## config.mk

```make
export PLATFORM = sky130hd
export DESIGN_NAME = fsp_host
export DESIGN_NICKNAME = d
export VERILOG_FILES = /design/src/fsp_pkg.sv /design/src/fsp_bus.sv /design/src/fsp_host.sv
export SDC_FILE = /design/constraint.sdc
export NUM_CORES = 1
export LEC_CHECK = 0
export BUFFER_PORTS_ARGS = -buffer_cell sky130_fd_sc_hd__buf_2
export CAP_MARGIN = 40
export CORE_AREA = 2 2 135 170
export DETAILED_ROUTE_END_ITERATION = 6
export DIE_AREA = 0 0 137 172
export HOLD_SLACK_MARGIN = 0.03
export PLACE_DENSITY_LB_ADDON = 0.3
export SYNTH_ARGS = -nofsm -noshare
export SYNTH_HDL_FRONTEND = slang
export SYNTH_SLANG_ARGS = --single-unit
export TNS_END_PERCENT = 10
```

## constraint.sdc

```tcl
create_clock -name clk_i -period 4.57 [get_ports clk_i]
set_input_delay 0 -clock clk_i [delete_from_list [all_inputs] [get_ports clk_i]]
set_output_delay 0 -clock clk_i [all_outputs]
set_load 0.05 [all_outputs]
```

## src/fsp_pkg.sv

```systemverilog
package fsp_pkg;

  // clock and flash bus timing
  localparam int CLK_MHZ     = 40;
  localparam int T_PULSE_NS  = 80;
  localparam int T_REC_NS    = 30;
  localparam int T_PULSE_CYC = (T_PULSE_NS * CLK_MHZ + 999) / 1000;
  localparam int T_REC_CYC   = (T_REC_NS * CLK_MHZ + 999) / 1000;
  localparam logic [3:0] PULSE_LAST = 4'(T_PULSE_CYC - 1);
  localparam logic [3:0] REC_LAST   = 4'(T_REC_CYC - 1);

  // flash command codes
  localparam logic [15:0] CMD_READ_STATUS = 16'h0070;
  localparam logic [15:0] CMD_PAGE_BUF    = 16'h00E8;
  localparam logic [15:0] CMD_READ_ID     = 16'h0090;
  // word offset of the partition configuration code in id space
  localparam logic [20:0] PCR_ID_OFFSET   = 21'h000006;
  localparam logic [3:0]  RETRY_MAX       = 4'h8;

  // wishbone register byte offsets
  localparam logic [4:0] ADR_CTRL  = 5'h00;
  localparam logic [4:0] ADR_ADDR  = 5'h04;
  localparam logic [4:0] ADR_WDATA = 5'h08;
  localparam logic [4:0] ADR_RDATA = 5'h0C;
  localparam logic [4:0] ADR_STAT  = 5'h10;

  // reset values of software registers
  localparam logic [20:0] ADDR_RST  = 21'h000000;
  localparam logic [15:0] WDATA_RST = 16'h0000;

  // flash register bit positions and valid masks
  localparam int SR_READY     = 7;
  localparam int SR_ERASE_SUS = 6;
  localparam int SR_ERASE_ERR = 5;
  localparam int SR_PROG_ERR  = 4;
  localparam int SR_SUPPLY    = 3;
  localparam int SR_PROG_SUS  = 2;
  localparam int SR_PROTECT   = 1;
  localparam int XSR_PB_AVAIL = 7;
  localparam int PCR_LSB      = 8;
  localparam logic [15:0] SR_MASK      = 16'h00FE;
  localparam logic [15:0] SR_BUSY_MASK = 16'h0080;
  localparam logic [15:0] XSR_MASK     = 16'h0080;
  localparam logic [15:0] PCR_MASK     = 16'h0700;

  // status word bit positions
  localparam int ST_BUSY    = 0;
  localparam int ST_READY   = 1;
  localparam int ST_SEQERR  = 2;
  localparam int ST_PBAVAIL = 3;
  localparam int ST_PBFAIL  = 4;
  localparam int ST_RB      = 5;
  localparam int ST_PCNT    = 8;
  localparam int ST_CONC    = 10;

  typedef enum logic [2:0] {
    OP_STATUS  = 3'h0,
    OP_XSTATUS = 3'h1,
    OP_PCR     = 3'h2,
    OP_READ    = 3'h3,
    OP_WRITE   = 3'h4
  } fsp_op_e;

  typedef struct packed {
    logic        write;
    logic [20:0] addr;
    logic [15:0] data;
  } fsp_req_s;

endpackage : fsp_pkg

```

## src/fsp_bus.sv

```systemverilog
`timescale 1ns/1ps
`default_nettype none
module fsp_bus (
  input  wire logic             clk_i,
  input  wire logic             rst_i,
  input  wire logic             req_valid_i,
  input  wire fsp_pkg::fsp_req_s req_i,
  output logic                  req_ready_o,
  output logic                  done_o,
  output logic [15:0]           rdata_o,
  output logic [20:0]           flash_addr_o,
  output logic                  ce_n_o,
  output logic                  oe_n_o,
  output logic                  we_n_o,
  output logic [15:0]           dq_o,
  output logic                  dq_oe_o,
  input  wire logic [15:0]      dq_i
);
  import fsp_pkg::*;

  typedef enum logic [1:0] {
    B_IDLE  = 2'b00,
    B_SETUP = 2'b01,
    B_PULSE = 2'b11,
    B_HOLD  = 2'b10
  } fsp_bst_e;

  fsp_bst_e    st_ff, nxt_st;
  logic [3:0]  cnt_ff, nxt_cnt;
  fsp_req_s    lat_ff, nxt_lat;
  logic [15:0] rd_ff, nxt_rd;
  logic        done_ff, nxt_done;

  always_comb begin
    nxt_st   = st_ff;
    nxt_cnt  = cnt_ff;
    nxt_lat  = lat_ff;
    nxt_rd   = rd_ff;
    nxt_done = 1'b0;
    case (st_ff)
      B_IDLE: begin
        if (req_valid_i) begin
          nxt_lat = req_i;
          nxt_st  = B_SETUP;
        end
      end
      B_SETUP: begin
        nxt_cnt = PULSE_LAST;
        nxt_st  = B_PULSE;
      end
      B_PULSE: begin
        if (cnt_ff == 4'h0) begin
          // sample at the end of the strobe, after the access time
          if (!lat_ff.write) begin
            nxt_rd = dq_i;
          end
          nxt_cnt = REC_LAST;
          nxt_st  = B_HOLD;
        end else begin
          nxt_cnt = cnt_ff - 4'h1;
        end
      end
      B_HOLD: begin
        if (cnt_ff == 4'h0) begin
          nxt_done = 1'b1;
          nxt_st   = B_IDLE;
        end else begin
          nxt_cnt = cnt_ff - 4'h1;
        end
      end
      default: nxt_st = B_IDLE;
    endcase
  end

  always_ff @(posedge clk_i) begin
    if (rst_i) begin
      st_ff   <= B_IDLE;
      cnt_ff  <= 4'h0;
      lat_ff  <= '0;
      rd_ff   <= 16'h0000;
      done_ff <= 1'b0;
    end else begin
      st_ff   <= nxt_st;
      cnt_ff  <= nxt_cnt;
      lat_ff  <= nxt_lat;
      rd_ff   <= nxt_rd;
      done_ff <= nxt_done;
    end
  end

  assign req_ready_o  = (st_ff == B_IDLE);
  assign done_o       = done_ff;
  assign rdata_o      = rd_ff;
  assign flash_addr_o = lat_ff.addr;
  assign ce_n_o       = (st_ff == B_IDLE);
  assign we_n_o       = !((st_ff == B_PULSE) && lat_ff.write);
  assign oe_n_o       = !((st_ff == B_PULSE) && !lat_ff.write);
  assign dq_o         = lat_ff.data;
  // drive data only through a write cycle, never during idle or reads
  assign dq_oe_o      = (st_ff != B_IDLE) && lat_ff.write;

  strobe_len_a: assert property (@(posedge clk_i) disable iff (rst_i)
    $fell(we_n_o) |-> !we_n_o [*4] ##1 we_n_o)
    else $error("write strobe length wrong");

  no_contend_a: assert property (@(posedge clk_i) disable iff (rst_i)
    !oe_n_o |-> !dq_oe_o && we_n_o)
    else $error("bus driven while output enabled");

endmodule : fsp_bus
`default_nettype wire

```

## src/fsp_host.sv

```systemverilog
`timescale 1ns/1ps
`default_nettype none
// Overview of operation
// - ready concerns partition, not shared engine
// - bits 6..1 invalid while busy
// - mask status bits 15..8 and 0
// - reissue page buffer setup when unavailable
// - mask extended bits 15..8, 6..0
// - mask configuration bits 15..11, 7..0
module fsp_host (
  input  wire logic        clk_i,
  input  wire logic        rst_i,
  input  wire logic        wb_cyc_i,
  input  wire logic        wb_stb_i,
  input  wire logic        wb_we_i,
  input  wire logic [4:0]  wb_adr_i,
  input  wire logic [3:0]  wb_sel_i,
  input  wire logic [31:0] wb_dat_i,
  output logic [31:0]      wb_dat_o,
  output logic             wb_ack_o,
  output logic [20:0]      flash_addr_o,
  output logic             ce_n_o,
  output logic             oe_n_o,
  output logic             we_n_o,
  output logic [15:0]      dq_o,
  output logic             dq_oe_o,
  input  wire logic [15:0] dq_i,
  input  wire logic        ready_busy_n_i
);
  import fsp_pkg::*;

  typedef enum logic [2:0] {
    S_IDLE = 3'b000,
    S_CMD  = 3'b001,
    S_CMDW = 3'b011,
    S_RD   = 3'b010,
    S_RDW  = 3'b110,
    S_EVAL = 3'b111
  } fsp_st_e;

  fsp_st_e     st_ff, nxt_st;
  fsp_op_e     op_ff, nxt_op;
  logic [20:0] addr_ff, nxt_addr;
  logic [15:0] wdata_ff, nxt_wdata;
  logic [15:0] res_ff, nxt_res;
  fsp_op_e     kind_ff, nxt_kind;
  logic [3:0]  retry_ff, nxt_retry;
  logic        pbfail_ff, nxt_pbfail;
  logic        ack_ff, nxt_ack;
  logic [31:0] dat_ff, nxt_dat;

  fsp_req_s    req;
  logic        req_valid;
  logic        req_ready;
  logic        bus_done;
  logic [15:0] bus_rdata;
  logic        wr_commit;
  logic [31:0] stat;
  logic [2:0]  layout;

  fsp_bus u_bus (
    .clk_i        (clk_i),
    .rst_i        (rst_i),
    .req_valid_i  (req_valid),
    .req_i        (req),
    .req_ready_o  (req_ready),
    .done_o       (bus_done),
    .rdata_o      (bus_rdata),
    .flash_addr_o (flash_addr_o),
    .ce_n_o       (ce_n_o),
    .oe_n_o       (oe_n_o),
    .we_n_o       (we_n_o),
    .dq_o         (dq_o),
    .dq_oe_o      (dq_oe_o),
    .dq_i         (dq_i)
  );

  // a write takes effect on the edge that ends the ack cycle
  assign wr_commit = wb_cyc_i && wb_stb_i && wb_we_i && ack_ff;

  // request to the flash bus engine
  always_comb begin
    req.write = (st_ff == S_CMD);
    req.addr  = addr_ff;
    req.data  = wdata_ff;
    if (st_ff == S_CMD) begin
      case (op_ff)
        OP_STATUS:  req.data = CMD_READ_STATUS;
        OP_XSTATUS: req.data = CMD_PAGE_BUF;
        OP_PCR:     req.data = CMD_READ_ID;
        default:    req.data = wdata_ff;
      endcase
    end else if (op_ff == OP_PCR) begin
      req.addr = addr_ff | PCR_ID_OFFSET;
    end
  end
  assign req_valid = (st_ff == S_CMD) || (st_ff == S_RD);

  always_comb begin
    nxt_st     = st_ff;
    nxt_op     = op_ff;
    nxt_addr   = addr_ff;
    nxt_wdata  = wdata_ff;
    nxt_res    = res_ff;
    nxt_kind   = kind_ff;
    nxt_retry  = retry_ff;
    nxt_pbfail = pbfail_ff;
    case (st_ff)
      S_IDLE: begin
        // registers stay frozen while an operation runs
        if (wr_commit && wb_sel_i[0]) begin
          if (wb_adr_i == ADR_ADDR) begin
            nxt_addr = wb_dat_i[20:0];
          end
          if (wb_adr_i == ADR_WDATA) begin
            nxt_wdata = wb_dat_i[15:0];
          end
          if (wb_adr_i == ADR_CTRL && wb_dat_i[2:0] <= OP_WRITE) begin
            nxt_op     = fsp_op_e'(wb_dat_i[2:0]);
            nxt_retry  = 4'h0;
            nxt_pbfail = 1'b0;
            nxt_st     = (wb_dat_i[2:0] == OP_READ) ? S_RD : S_CMD;
          end
        end
      end
      S_CMD: if (req_ready) nxt_st = S_CMDW;
      S_CMDW: begin
        if (bus_done) begin
          nxt_st = (op_ff == OP_WRITE) ? S_IDLE : S_RD;
        end
      end
      S_RD: if (req_ready) nxt_st = S_RDW;
      S_RDW: if (bus_done) nxt_st = S_EVAL;
      S_EVAL: begin
        nxt_kind = op_ff;
        nxt_st   = S_IDLE;
        case (op_ff)
          OP_STATUS: begin
            // flags below ready mean nothing while busy
            nxt_res = bus_rdata[SR_READY] ? (bus_rdata & SR_MASK)
                                          : (bus_rdata & SR_BUSY_MASK);
          end
          OP_XSTATUS: begin
            nxt_res = bus_rdata & XSR_MASK;
            if (!bus_rdata[XSR_PB_AVAIL]) begin
              if (retry_ff != RETRY_MAX) begin
                nxt_retry = retry_ff + 4'h1;
                nxt_st    = S_CMD;
              end else begin
                nxt_pbfail = 1'b1;
              end
            end
          end
          OP_PCR: nxt_res = bus_rdata & PCR_MASK;
          default: nxt_res = bus_rdata;
        endcase
      end
      default: nxt_st = S_IDLE;
    endcase
  end

  assign layout = res_ff[PCR_LSB +: 3];

  // live busy and ready/busy pin, plus a decoded view of the most recent register read
  always_comb begin
    stat = 32'h0000_0000;
    stat[ST_BUSY] = (st_ff != S_IDLE);
    stat[ST_RB]   = ready_busy_n_i;
    if (kind_ff == OP_STATUS) begin
      // ready only speaks for the addressed partition
      stat[ST_READY]  = res_ff[SR_READY];
      stat[ST_SEQERR] = res_ff[SR_ERASE_ERR] && res_ff[SR_PROG_ERR];
    end
    if (kind_ff == OP_XSTATUS) begin
      stat[ST_PBAVAIL] = res_ff[XSR_PB_AVAIL];
    end
    stat[ST_PBFAIL] = pbfail_ff;
    if (kind_ff == OP_PCR) begin
      // partitions minus one equals the number of set layout bits
      stat[ST_PCNT +: 2] = 2'({1'b0, layout[0]} + {1'b0, layout[1]}
                              + {1'b0, layout[2]});
      stat[ST_CONC] = (layout != 3'b000);
    end
  end

  // wishbone slave: registered ack, one cycle after the request
  always_comb begin
    nxt_ack = wb_cyc_i && wb_stb_i && !ack_ff;
    nxt_dat = 32'h0000_0000;
    case (wb_adr_i)
      ADR_CTRL:  nxt_dat = {29'h0000_0000, op_ff};
      ADR_ADDR:  nxt_dat = {11'h000, addr_ff};
      ADR_WDATA: nxt_dat = {16'h0000, wdata_ff};
      ADR_RDATA: nxt_dat = {16'h0000, res_ff};
      ADR_STAT:  nxt_dat = stat;
      default:   nxt_dat = 32'h0000_0000;
    endcase
  end

  always_ff @(posedge clk_i) begin
    if (rst_i) begin
      st_ff     <= S_IDLE;
      op_ff     <= OP_STATUS;
      addr_ff   <= ADDR_RST;
      wdata_ff  <= WDATA_RST;
      res_ff    <= 16'h0000;
      kind_ff   <= OP_READ;
      retry_ff  <= 4'h0;
      pbfail_ff <= 1'b0;
      ack_ff    <= 1'b0;
      dat_ff    <= 32'h0000_0000;
    end else begin
      st_ff     <= nxt_st;
      op_ff     <= nxt_op;
      addr_ff   <= nxt_addr;
      wdata_ff  <= nxt_wdata;
      res_ff    <= nxt_res;
      kind_ff   <= nxt_kind;
      retry_ff  <= nxt_retry;
      pbfail_ff <= nxt_pbfail;
      ack_ff    <= nxt_ack;
      dat_ff    <= nxt_dat;
    end
  end

  assign wb_ack_o = ack_ff;
  assign wb_dat_o = dat_ff;

  sr_reserved_a: assert property (@(posedge clk_i) disable iff (rst_i)
    kind_ff == OP_STATUS |-> res_ff[15:8] == 8'h00 && !res_ff[0])
    else $error("status reserved bits not masked");

  sr_busy_mask_a: assert property (@(posedge clk_i) disable iff (rst_i)
    kind_ff == OP_STATUS && !res_ff[SR_READY] |-> res_ff[6:1] == 6'h00)
    else $error("status flags shown while busy");

  xsr_mask_a: assert property (@(posedge clk_i) disable iff (rst_i)
    kind_ff == OP_XSTATUS |-> (res_ff & ~XSR_MASK) == 16'h0000)
    else $error("extended status reserved bits not masked");

  pcr_mask_a: assert property (@(posedge clk_i) disable iff (rst_i)
    kind_ff == OP_PCR |-> (res_ff & ~PCR_MASK) == 16'h0000)
    else $error("configuration reserved bits not masked");

  pb_retry_a: assert property (@(posedge clk_i) disable iff (rst_i)
    st_ff == S_EVAL && op_ff == OP_XSTATUS && !bus_rdata[XSR_PB_AVAIL]
    && retry_ff != RETRY_MAX |=> st_ff == S_CMD && req.data == CMD_PAGE_BUF)
    else $error("page buffer setup not reissued");

  seq_err_a: assert property (@(posedge clk_i) disable iff (rst_i)
    st_ff == S_EVAL && op_ff == OP_STATUS && bus_rdata[SR_READY] &&
    bus_rdata[SR_ERASE_ERR] && bus_rdata[SR_PROG_ERR]
    |=> stat[ST_SEQERR])
    else $error("sequence error decode wrong");

  four_part_a: assert property (@(posedge clk_i) disable iff (rst_i)
    kind_ff == OP_PCR && layout == 3'b111 |-> stat[ST_PCNT +: 2] == 2'h3)
    else $error("four partition decode wrong");

  three_part_a: assert property (@(posedge clk_i) disable iff (rst_i)
    kind_ff == OP_PCR && (layout == 3'b011 || layout == 3'b110 ||
    layout == 3'b101) |-> stat[ST_PCNT +: 2] == 2'h2)
    else $error("three partition decode wrong");

  ack_pulse_a: assert property (@(posedge clk_i) disable iff (rst_i)
    wb_cyc_i && wb_stb_i && !ack_ff |=> ack_ff ##1 !ack_ff)
    else $error("ack not a single cycle answer");

  status_cv: cover property (@(posedge clk_i) disable iff (rst_i)
    st_ff == S_EVAL && op_ff == OP_STATUS && bus_rdata[SR_READY]);
  retry_cv: cover property (@(posedge clk_i) disable iff (rst_i)
    st_ff == S_EVAL && op_ff == OP_XSTATUS && retry_ff != 4'h0);
  pcr_cv: cover property (@(posedge clk_i) disable iff (rst_i)
    st_ff == S_EVAL && op_ff == OP_PCR);

endmodule : fsp_host
`default_nettype wire

```

Word-level counts from Yosys, hierarchy flattened
Index checks and enable logic that the tools add are counted.
{"block": "classes", "addsub": 4, "multipliers": 0, "div": 0, "n_lt_le_gt_ge": 1, "eq_ne": 33, "shift": 0, "n_mux": 42, "bitwise": 2, "n_reduce_logical": 37}
{"cell": "case mux 21 bit (5 select lines)", "n": 1}
{"cell": "case mux 16 bit (3 select lines)", "n": 2}
{"cell": "two-way mux 4 bit", "n": 7}
{"cell": "two-way mux 3 bit", "n": 9}
{"cell": "!= test 2 bit (second input constant)", "n": 9}
{"cell": "case mux 3 bit (6 select lines)", "n": 1}
{"cell": "AND reduction 6 bit", "n": 3}
{"cell": "two-way mux 16 bit", "n": 1}
{"cell": "== test 3 x 2 -> 1 bit (second input constant)", "n": 5}
{"cell": "AND reduction 3 bit", "n": 5}
{"cell": "two-way mux 2 bit", "n": 6}
{"cell": "case mux 4 bit (3 select lines)", "n": 1}
{"cell": "== test 5 x 4 -> 1 bit (second input constant)", "n": 2}
{"cell": "logical AND 1 bit", "n": 10}
{"cell": "two-way mux 1 bit", "n": 10}
{"cell": "!= test 2 x 1 -> 1 bit (second input constant)", "n": 5}
{"cell": "== test 3 x 1 -> 1 bit (second input constant)", "n": 3}
{"cell": "== test 3 bit (second input constant)", "n": 3}
{"cell": "logical NOT 3 bit", "n": 3}
{"cell": "nonzero test 3 bit", "n": 3}
{"cell": "two-way mux 8 bit", "n": 1}
{"cell": "case mux 2 bit (4 select lines)", "n": 1}
{"cell": "case mux 4 bit (2 select lines)", "n": 1}
{"cell": "== test 5 x 3 -> 1 bit (second input constant)", "n": 1}
{"cell": "19 further kinds", "n": 26}
{"block": "totals", "ff_bits": 161, "latchBits": 0, "ramBits": 0, "rom_bits": 0, "inputBits": 63, "output_inout_bits": 74, "wordCells": 136, "memories": 0}

Depth between registers and ports, before layout
{"block": "depth", "word_depth": 6, "depth_mapped": 8, "depth_no_buf": 6}

Modules after synthesis
From an unflattened synthesis, not the netlist that was laid out.
{"block": "unflattened", "hier_cells": 789, "hier_area_um2": 6655.1}
{"module": "fsp_host", "instances": 1, "cells_per_inst": 475, "area_each_um2": 3938.8, "seq_area_each_um2": 1781.7}
{"module": "fsp_bus", "instances": 1, "cells_per_inst": 314, "area_each_um2": 2716.4, "seq_area_each_um2": 1221.2}

Worst setup path after synthesis
Ideal clock, no wire load.
{"block": "synth_path", "path_kind": "reg2reg", "startpoint": "reg u_bus.cnt_ff[0]", "endpoint": "reg u_bus.rd_ff[10], in the netlist u_bus.rdata_o[10]", "setup_time_ps": 128, "arrival_ps": 1702, "required_ps": 4442, "path_slack_ps": 2741, "path_stages_with_launch": 9, "path_buffers": 2, "period_less_slack_ps": 1829, "path_cell_list": "dfxtp_1 inv_1 ha_1 nor3b_1 nor3b_1 buf_2 buf_4 mux2i_1 nor2_1"}
{"block": "synth_via", "elab_chain_len": 2}
{"item": "from (decl)", "line_no": "fsp_bus.sv:29", "rtl": "logic [3:0] cnt_ff, nxt_cnt;"}
{"item": "from (signal assigned)", "line_no": "fsp_bus.sv:84", "rtl": "cnt_ff <= nxt_cnt;"}
{"item": "logical NOT 4 bit", "line_no": "fsp_bus.sv:52", "rtl": "if (cnt_ff == 4'h0) begin"}
{"item": "AND reduction 3 bit (no source line)"}
{"item": "to (signal assigned)", "line_no": "fsp_bus.sv:86", "rtl": "rd_ff <= nxt_rd;"}
{"item": "to (decl)", "line_no": "fsp_bus.sv:31", "rtl": "logic [15:0] rd_ff, nxt_rd;"}
No other way between the ends.
A chain may end at the register's enable or synchronous reset.

Final worst setup path
{"block": "layout_path", "startpoint": "reg st_ff[0]", "endpoint": "reg res_ff[12]"}
{"block": "layout_via", "elab_chain_len": 1}
{"item": "from (decl)", "line_no": "fsp_host.sv:41", "rtl": "fsp_st_e st_ff, nxt_st;"}
{"item": "from (signal assigned)", "line_no": "fsp_host.sv:213", "rtl": "st_ff <= nxt_st;"}
{"item": "== test 3 bit", "line_no": "fsp_host.sv:108", "rtl": "case (st_ff)"}
{"item": "to (signal assigned)", "line_no": "fsp_host.sv:217", "rtl": "res_ff <= nxt_res;"}
{"item": "to (decl)", "line_no": "fsp_host.sv:45", "rtl": "logic [15:0] res_ff, nxt_res;"}
No other way between the ends.

==> run summary <==
The TritonCTS buffer count is 17, and the number of violations reported at the end of detailed-routing iteration 0 is 402. The number of port buffers was 111; the number of ports placed on the die boundary was 137. The routed layout has 5630 vias. The worst setup path is launched from a flip-flop.

For the worst setup path, the data required time is 4.93 ns. In the final routed layout, each cell accounts on average for 16.0 µm. Once routing completed, OpenROAD measured the worst setup slack at 2.17 ns.

For this design, the sink count on the clock tree is 150. The logs give 2330 for the fill cell total of the finished layout and 0.42 ns for the clock latency on the worst-skew pair. For the critical path data arrival time, the log shows 2.76 ns. Dividing the detail-routed via count by the number of cells gives 4.96. The die covers 23600 µm². Synthesized area divided by synthesized cell count: 8.57 µm².

Of all flip-flops after synthesis, the portion carrying an async set or reset was 0%. The tools report the total setup buffers inserted after CTS as 0. Yosys attributes the largest share of cell area to dfxtp_1 (46%), a21oi_1 (6.9%), buf_4 (5.7%), a22oi_1 (4.4%), nand3_1 (4.3%).

The DRC violation count after routing was 0; the post-synthesis instance total was 754. The min-delay analysis places its worst path in the category in2reg. The power per unit of standard cell area came out at 427 nW/µm².

Counting distinct cell types in the post-synthesis netlist gives 57. The tools report the CTS H-tree depth as 4. The final-stage net count was 905; the number of max-capacitance violations reported was 0.

The worst hold path passes through 2 cells. Entering global routing, the biggest net connects 81 pins. The worst path needs 2.40 ns of the cycle, external delays included.

The routability congestion estimate from global placement is 0.798, and the number of warnings issued by yosys is 0. The die is 172 µm tall. The logs give 22000 µm² for the area of the core and 29.4% for the starting density of the core. The post-route netlist has 19.6% of its cells at a drive strength greater than 1. The count of cells along the worst register-to-register path was 4.

Maximum clock frequency: 418 MHz. The type of the worst setup path was reg2reg. In this run the most critical hold path is launched from rst_i. The first TritonRoute pass finished after 5 iterations.

In this run the critical register-to-register path is launched from st_ff[0]. The clock passes through at most 2 buffers. Setup repair after global routing left no endpoint under its margin. After synthesis the netlist holds a flip-flop and latch count of 150. The mapped netlist covers 6460 µm².

The biggest area consumer among synthesized cells is dfxtp_1. For this design the static power due to leakage is 2.90 nW. The run gives 0 as the global-route congestion overflow total.

The worst setup path is captured at a flip-flop. The library cell used as clock root buffer was clkbuf_16. After clock tree synthesis, the clock-pin slew on the worst setup and hold paths is 0.06 ns. The run gives 0 as the final max-slew violation count. The dominant synthesized flop cell is dfxtp_1.

Counting flops with a built-in enable in the synthesized netlist gives 0. The final setup TNS came out at 0 ns. The width of the die was 137 µm.

The logs give 0 for the final number of hold-violating endpoints and 15.3% for the overall global routing resource usage. Registers take 3000 µm². The worst slew slack as a fraction of its limit was 40.6%; the share of the clock period used by the worst path was 52.4%. In this run the critical register-to-register path is captured at res_ff[12].

The first global-routing pass estimated 27800 µm of wire. IR analysis of the VDD net gives a maximum drop of 0.219 mV. Once detail routing completed, the nets flagged for antenna violations numbered 0. Summed over its instances, the top area cell type makes up 46.5% of the synthesized netlist area. For hold timing, the worst endpoint is u_bus.st_ff[1].

The run gives 2.11 ns as the post-placement setup slack. From synthesis to final layout, the design area changed by 22.0%. On the final layout, the worst clock skew is 0.00877 ns. The flow ran to the end, and the final reports show no timing, DRC or antenna violations. After synthesis, flip-flops and latches occupy 46.5% of the total area.

For the count of final setup violators, the log shows 0. The transition time at the pin with the least slew margin was 0.889 ns; the initial antenna violation count was 3. The total wire length after detailed routing is 18200 µm, and the peak fanout along the critical path is 21. Combined area of the multi-input logic cells: 2850 µm². The register-to-register setup slack is 2.17 ns. TritonCTS built the clock tree. For the number of placement rows, the log shows 61. The half-perimeter wire length after placement is 12400 µm, and the number of global-route vias before repair is 5151.
per-stage QoR:
stage               power, mW  cell area (µm²)  utilization [%]  hold slack (ns)  instances
finish                   3.37             7890             35.9           0.0518       1136
floorplan                1.81             6500                -            0.147        764
CTS                      3.40             7880             35.8           0.0423       1134
global placement         1.92             6850             31.2            0.232       1060
detailed placement       1.93             6870             31.3            0.240       1062
global route             3.49             7890             35.9           0.0661       1136
power breakdown:
part / leakage [nW] / switching (mW) / internal [mW]
clock: 0.290 / 0.558 / 0.889
sequential: 1.21 / 0.0480 / 1.34
combinational: 1.40 / 0.362 / 0.167
total: 2.90 / 0.968 / 2.40
repair_timing:
item	in CTS	in global routing
resized for setup	0	0
hold buffers	40	0
hold endpoints to repair	58	0
synthesized netlist by cell type, drive strengths merged (3+ instances only):
library cell,n
dfxtp,150
a21oi,89
buf,76
nand2,73
nor2,64
nand3,55
o21ai,44
a22oi,38
clkbuf,31
mux2i,17
nor3,11
and3,9
a31oi,8
nor3b,8
inv,6
or3,6
a211oi,5
a222oi,5
nor2b,5
nand3b,4
nand4,4
nor4bb,4
or2,4
a21o,3
ha,3
nand2b,3
layout make-up:
| type | count | area share, % |
|---|---|---|
| diodes | 2 | 0.0635 |
| flip-flops and latches | 150 | 38.1 |
| inverters | 6 | 0.286 |
| clock inverters | 11 | 1.89 |
| multi-input cells | 501 | 36.1 |
| clock buffers | 21 | 5.84 |
| repair buffers | 162 | 13.3 |
| well taps | 283 | 4.49 |
cells by family (layout without fill, tap and decap cells):
group                      after synthesis  after routing  synth area share (%)
and+or+nand+nor                        261            261                  20.1
other                                    1             13                0.0580
xor gates and xnor gates                 2              2                 0.271
buffers and inverters                  113            200                  10.4
muxes                                   18             18                  2.81
DFF                                    150            150                  46.5
AOI/OAI and AO/OA                      205            205                  19.0
adders and majority gates                4              4                 0.891
worst max-delay path by stage:
| stage | cells past startpoint | to | start |
|---|---|---|---|
| after detailed placement | 4 | res_ff[5] | st_ff[0] |
| after global routing | 4 | res_ff[6] | st_ff[0] |
| after CTS | 4 | res_ff[5] | st_ff[0] |
| after global placement | 4 | res_ff[5] | st_ff[0] |
| final | 4 | res_ff[12] | st_ff[0] |
| after floorplan | 8 | u_bus.rdata_o[10] | u_bus.cnt_ff[0] |
worst max-delay path, cell delays in order (launching register included):
cell and delay (ns):
dfxtp_1 0.69, nand3_1 0.73, nor2_1 0.67, a22oi_1 0.13
nor2_1 0.11
metal layers:
layer / up-vias / global-route usage (%) / wire, µm
li1: 2784 / - / -
met1: 2626 / 19.6 / 8150
met2: 189 / 24.4 / 8640
met3: 29 / 3.40 / 912
met4: 2 / 7.04 / 473
met5: - / 0 / 13
state kept, by name, indices dropped and copies added, names as in the netlist, 2 cells and up:
| register | flops |
|---|---|
| u_bus.flash_addr_o | 21 |
| retry_ff | 4 |
| kind_ff | 3 |
| u_bus.st_ff | 2 |
| u_bus.dq_o | 16 |
| wdata_ff | 16 |
| u_bus.rdata_o | 16 |
| wb_dat_o | 21 |
| res_ff | 16 |
| op_ff | 3 |
| addr_ff | 21 |
| st_ff | 3 |
| u_bus.cnt_ff | 4 |
layout by cell type, fill, tap and decap left out, types with 9 or more instances in the layout:
cell           netlist  routed
a21oi_1             89      89
dfxtp_1            150     150
mux2i_1             17      17
buf_2               20     111
clkbuf_16            0      17
conb_1               1      11
and3_1               9       9
nor2_1              64      64
nand2_1             73      73
a22oi_1             38      38
nor3_1               9       9
dlygate4sd3_1        0      40
buf_4               49      10
nand3_1             55      55
o21ai_0             44      44
Power figures use the tool's default switching activity.
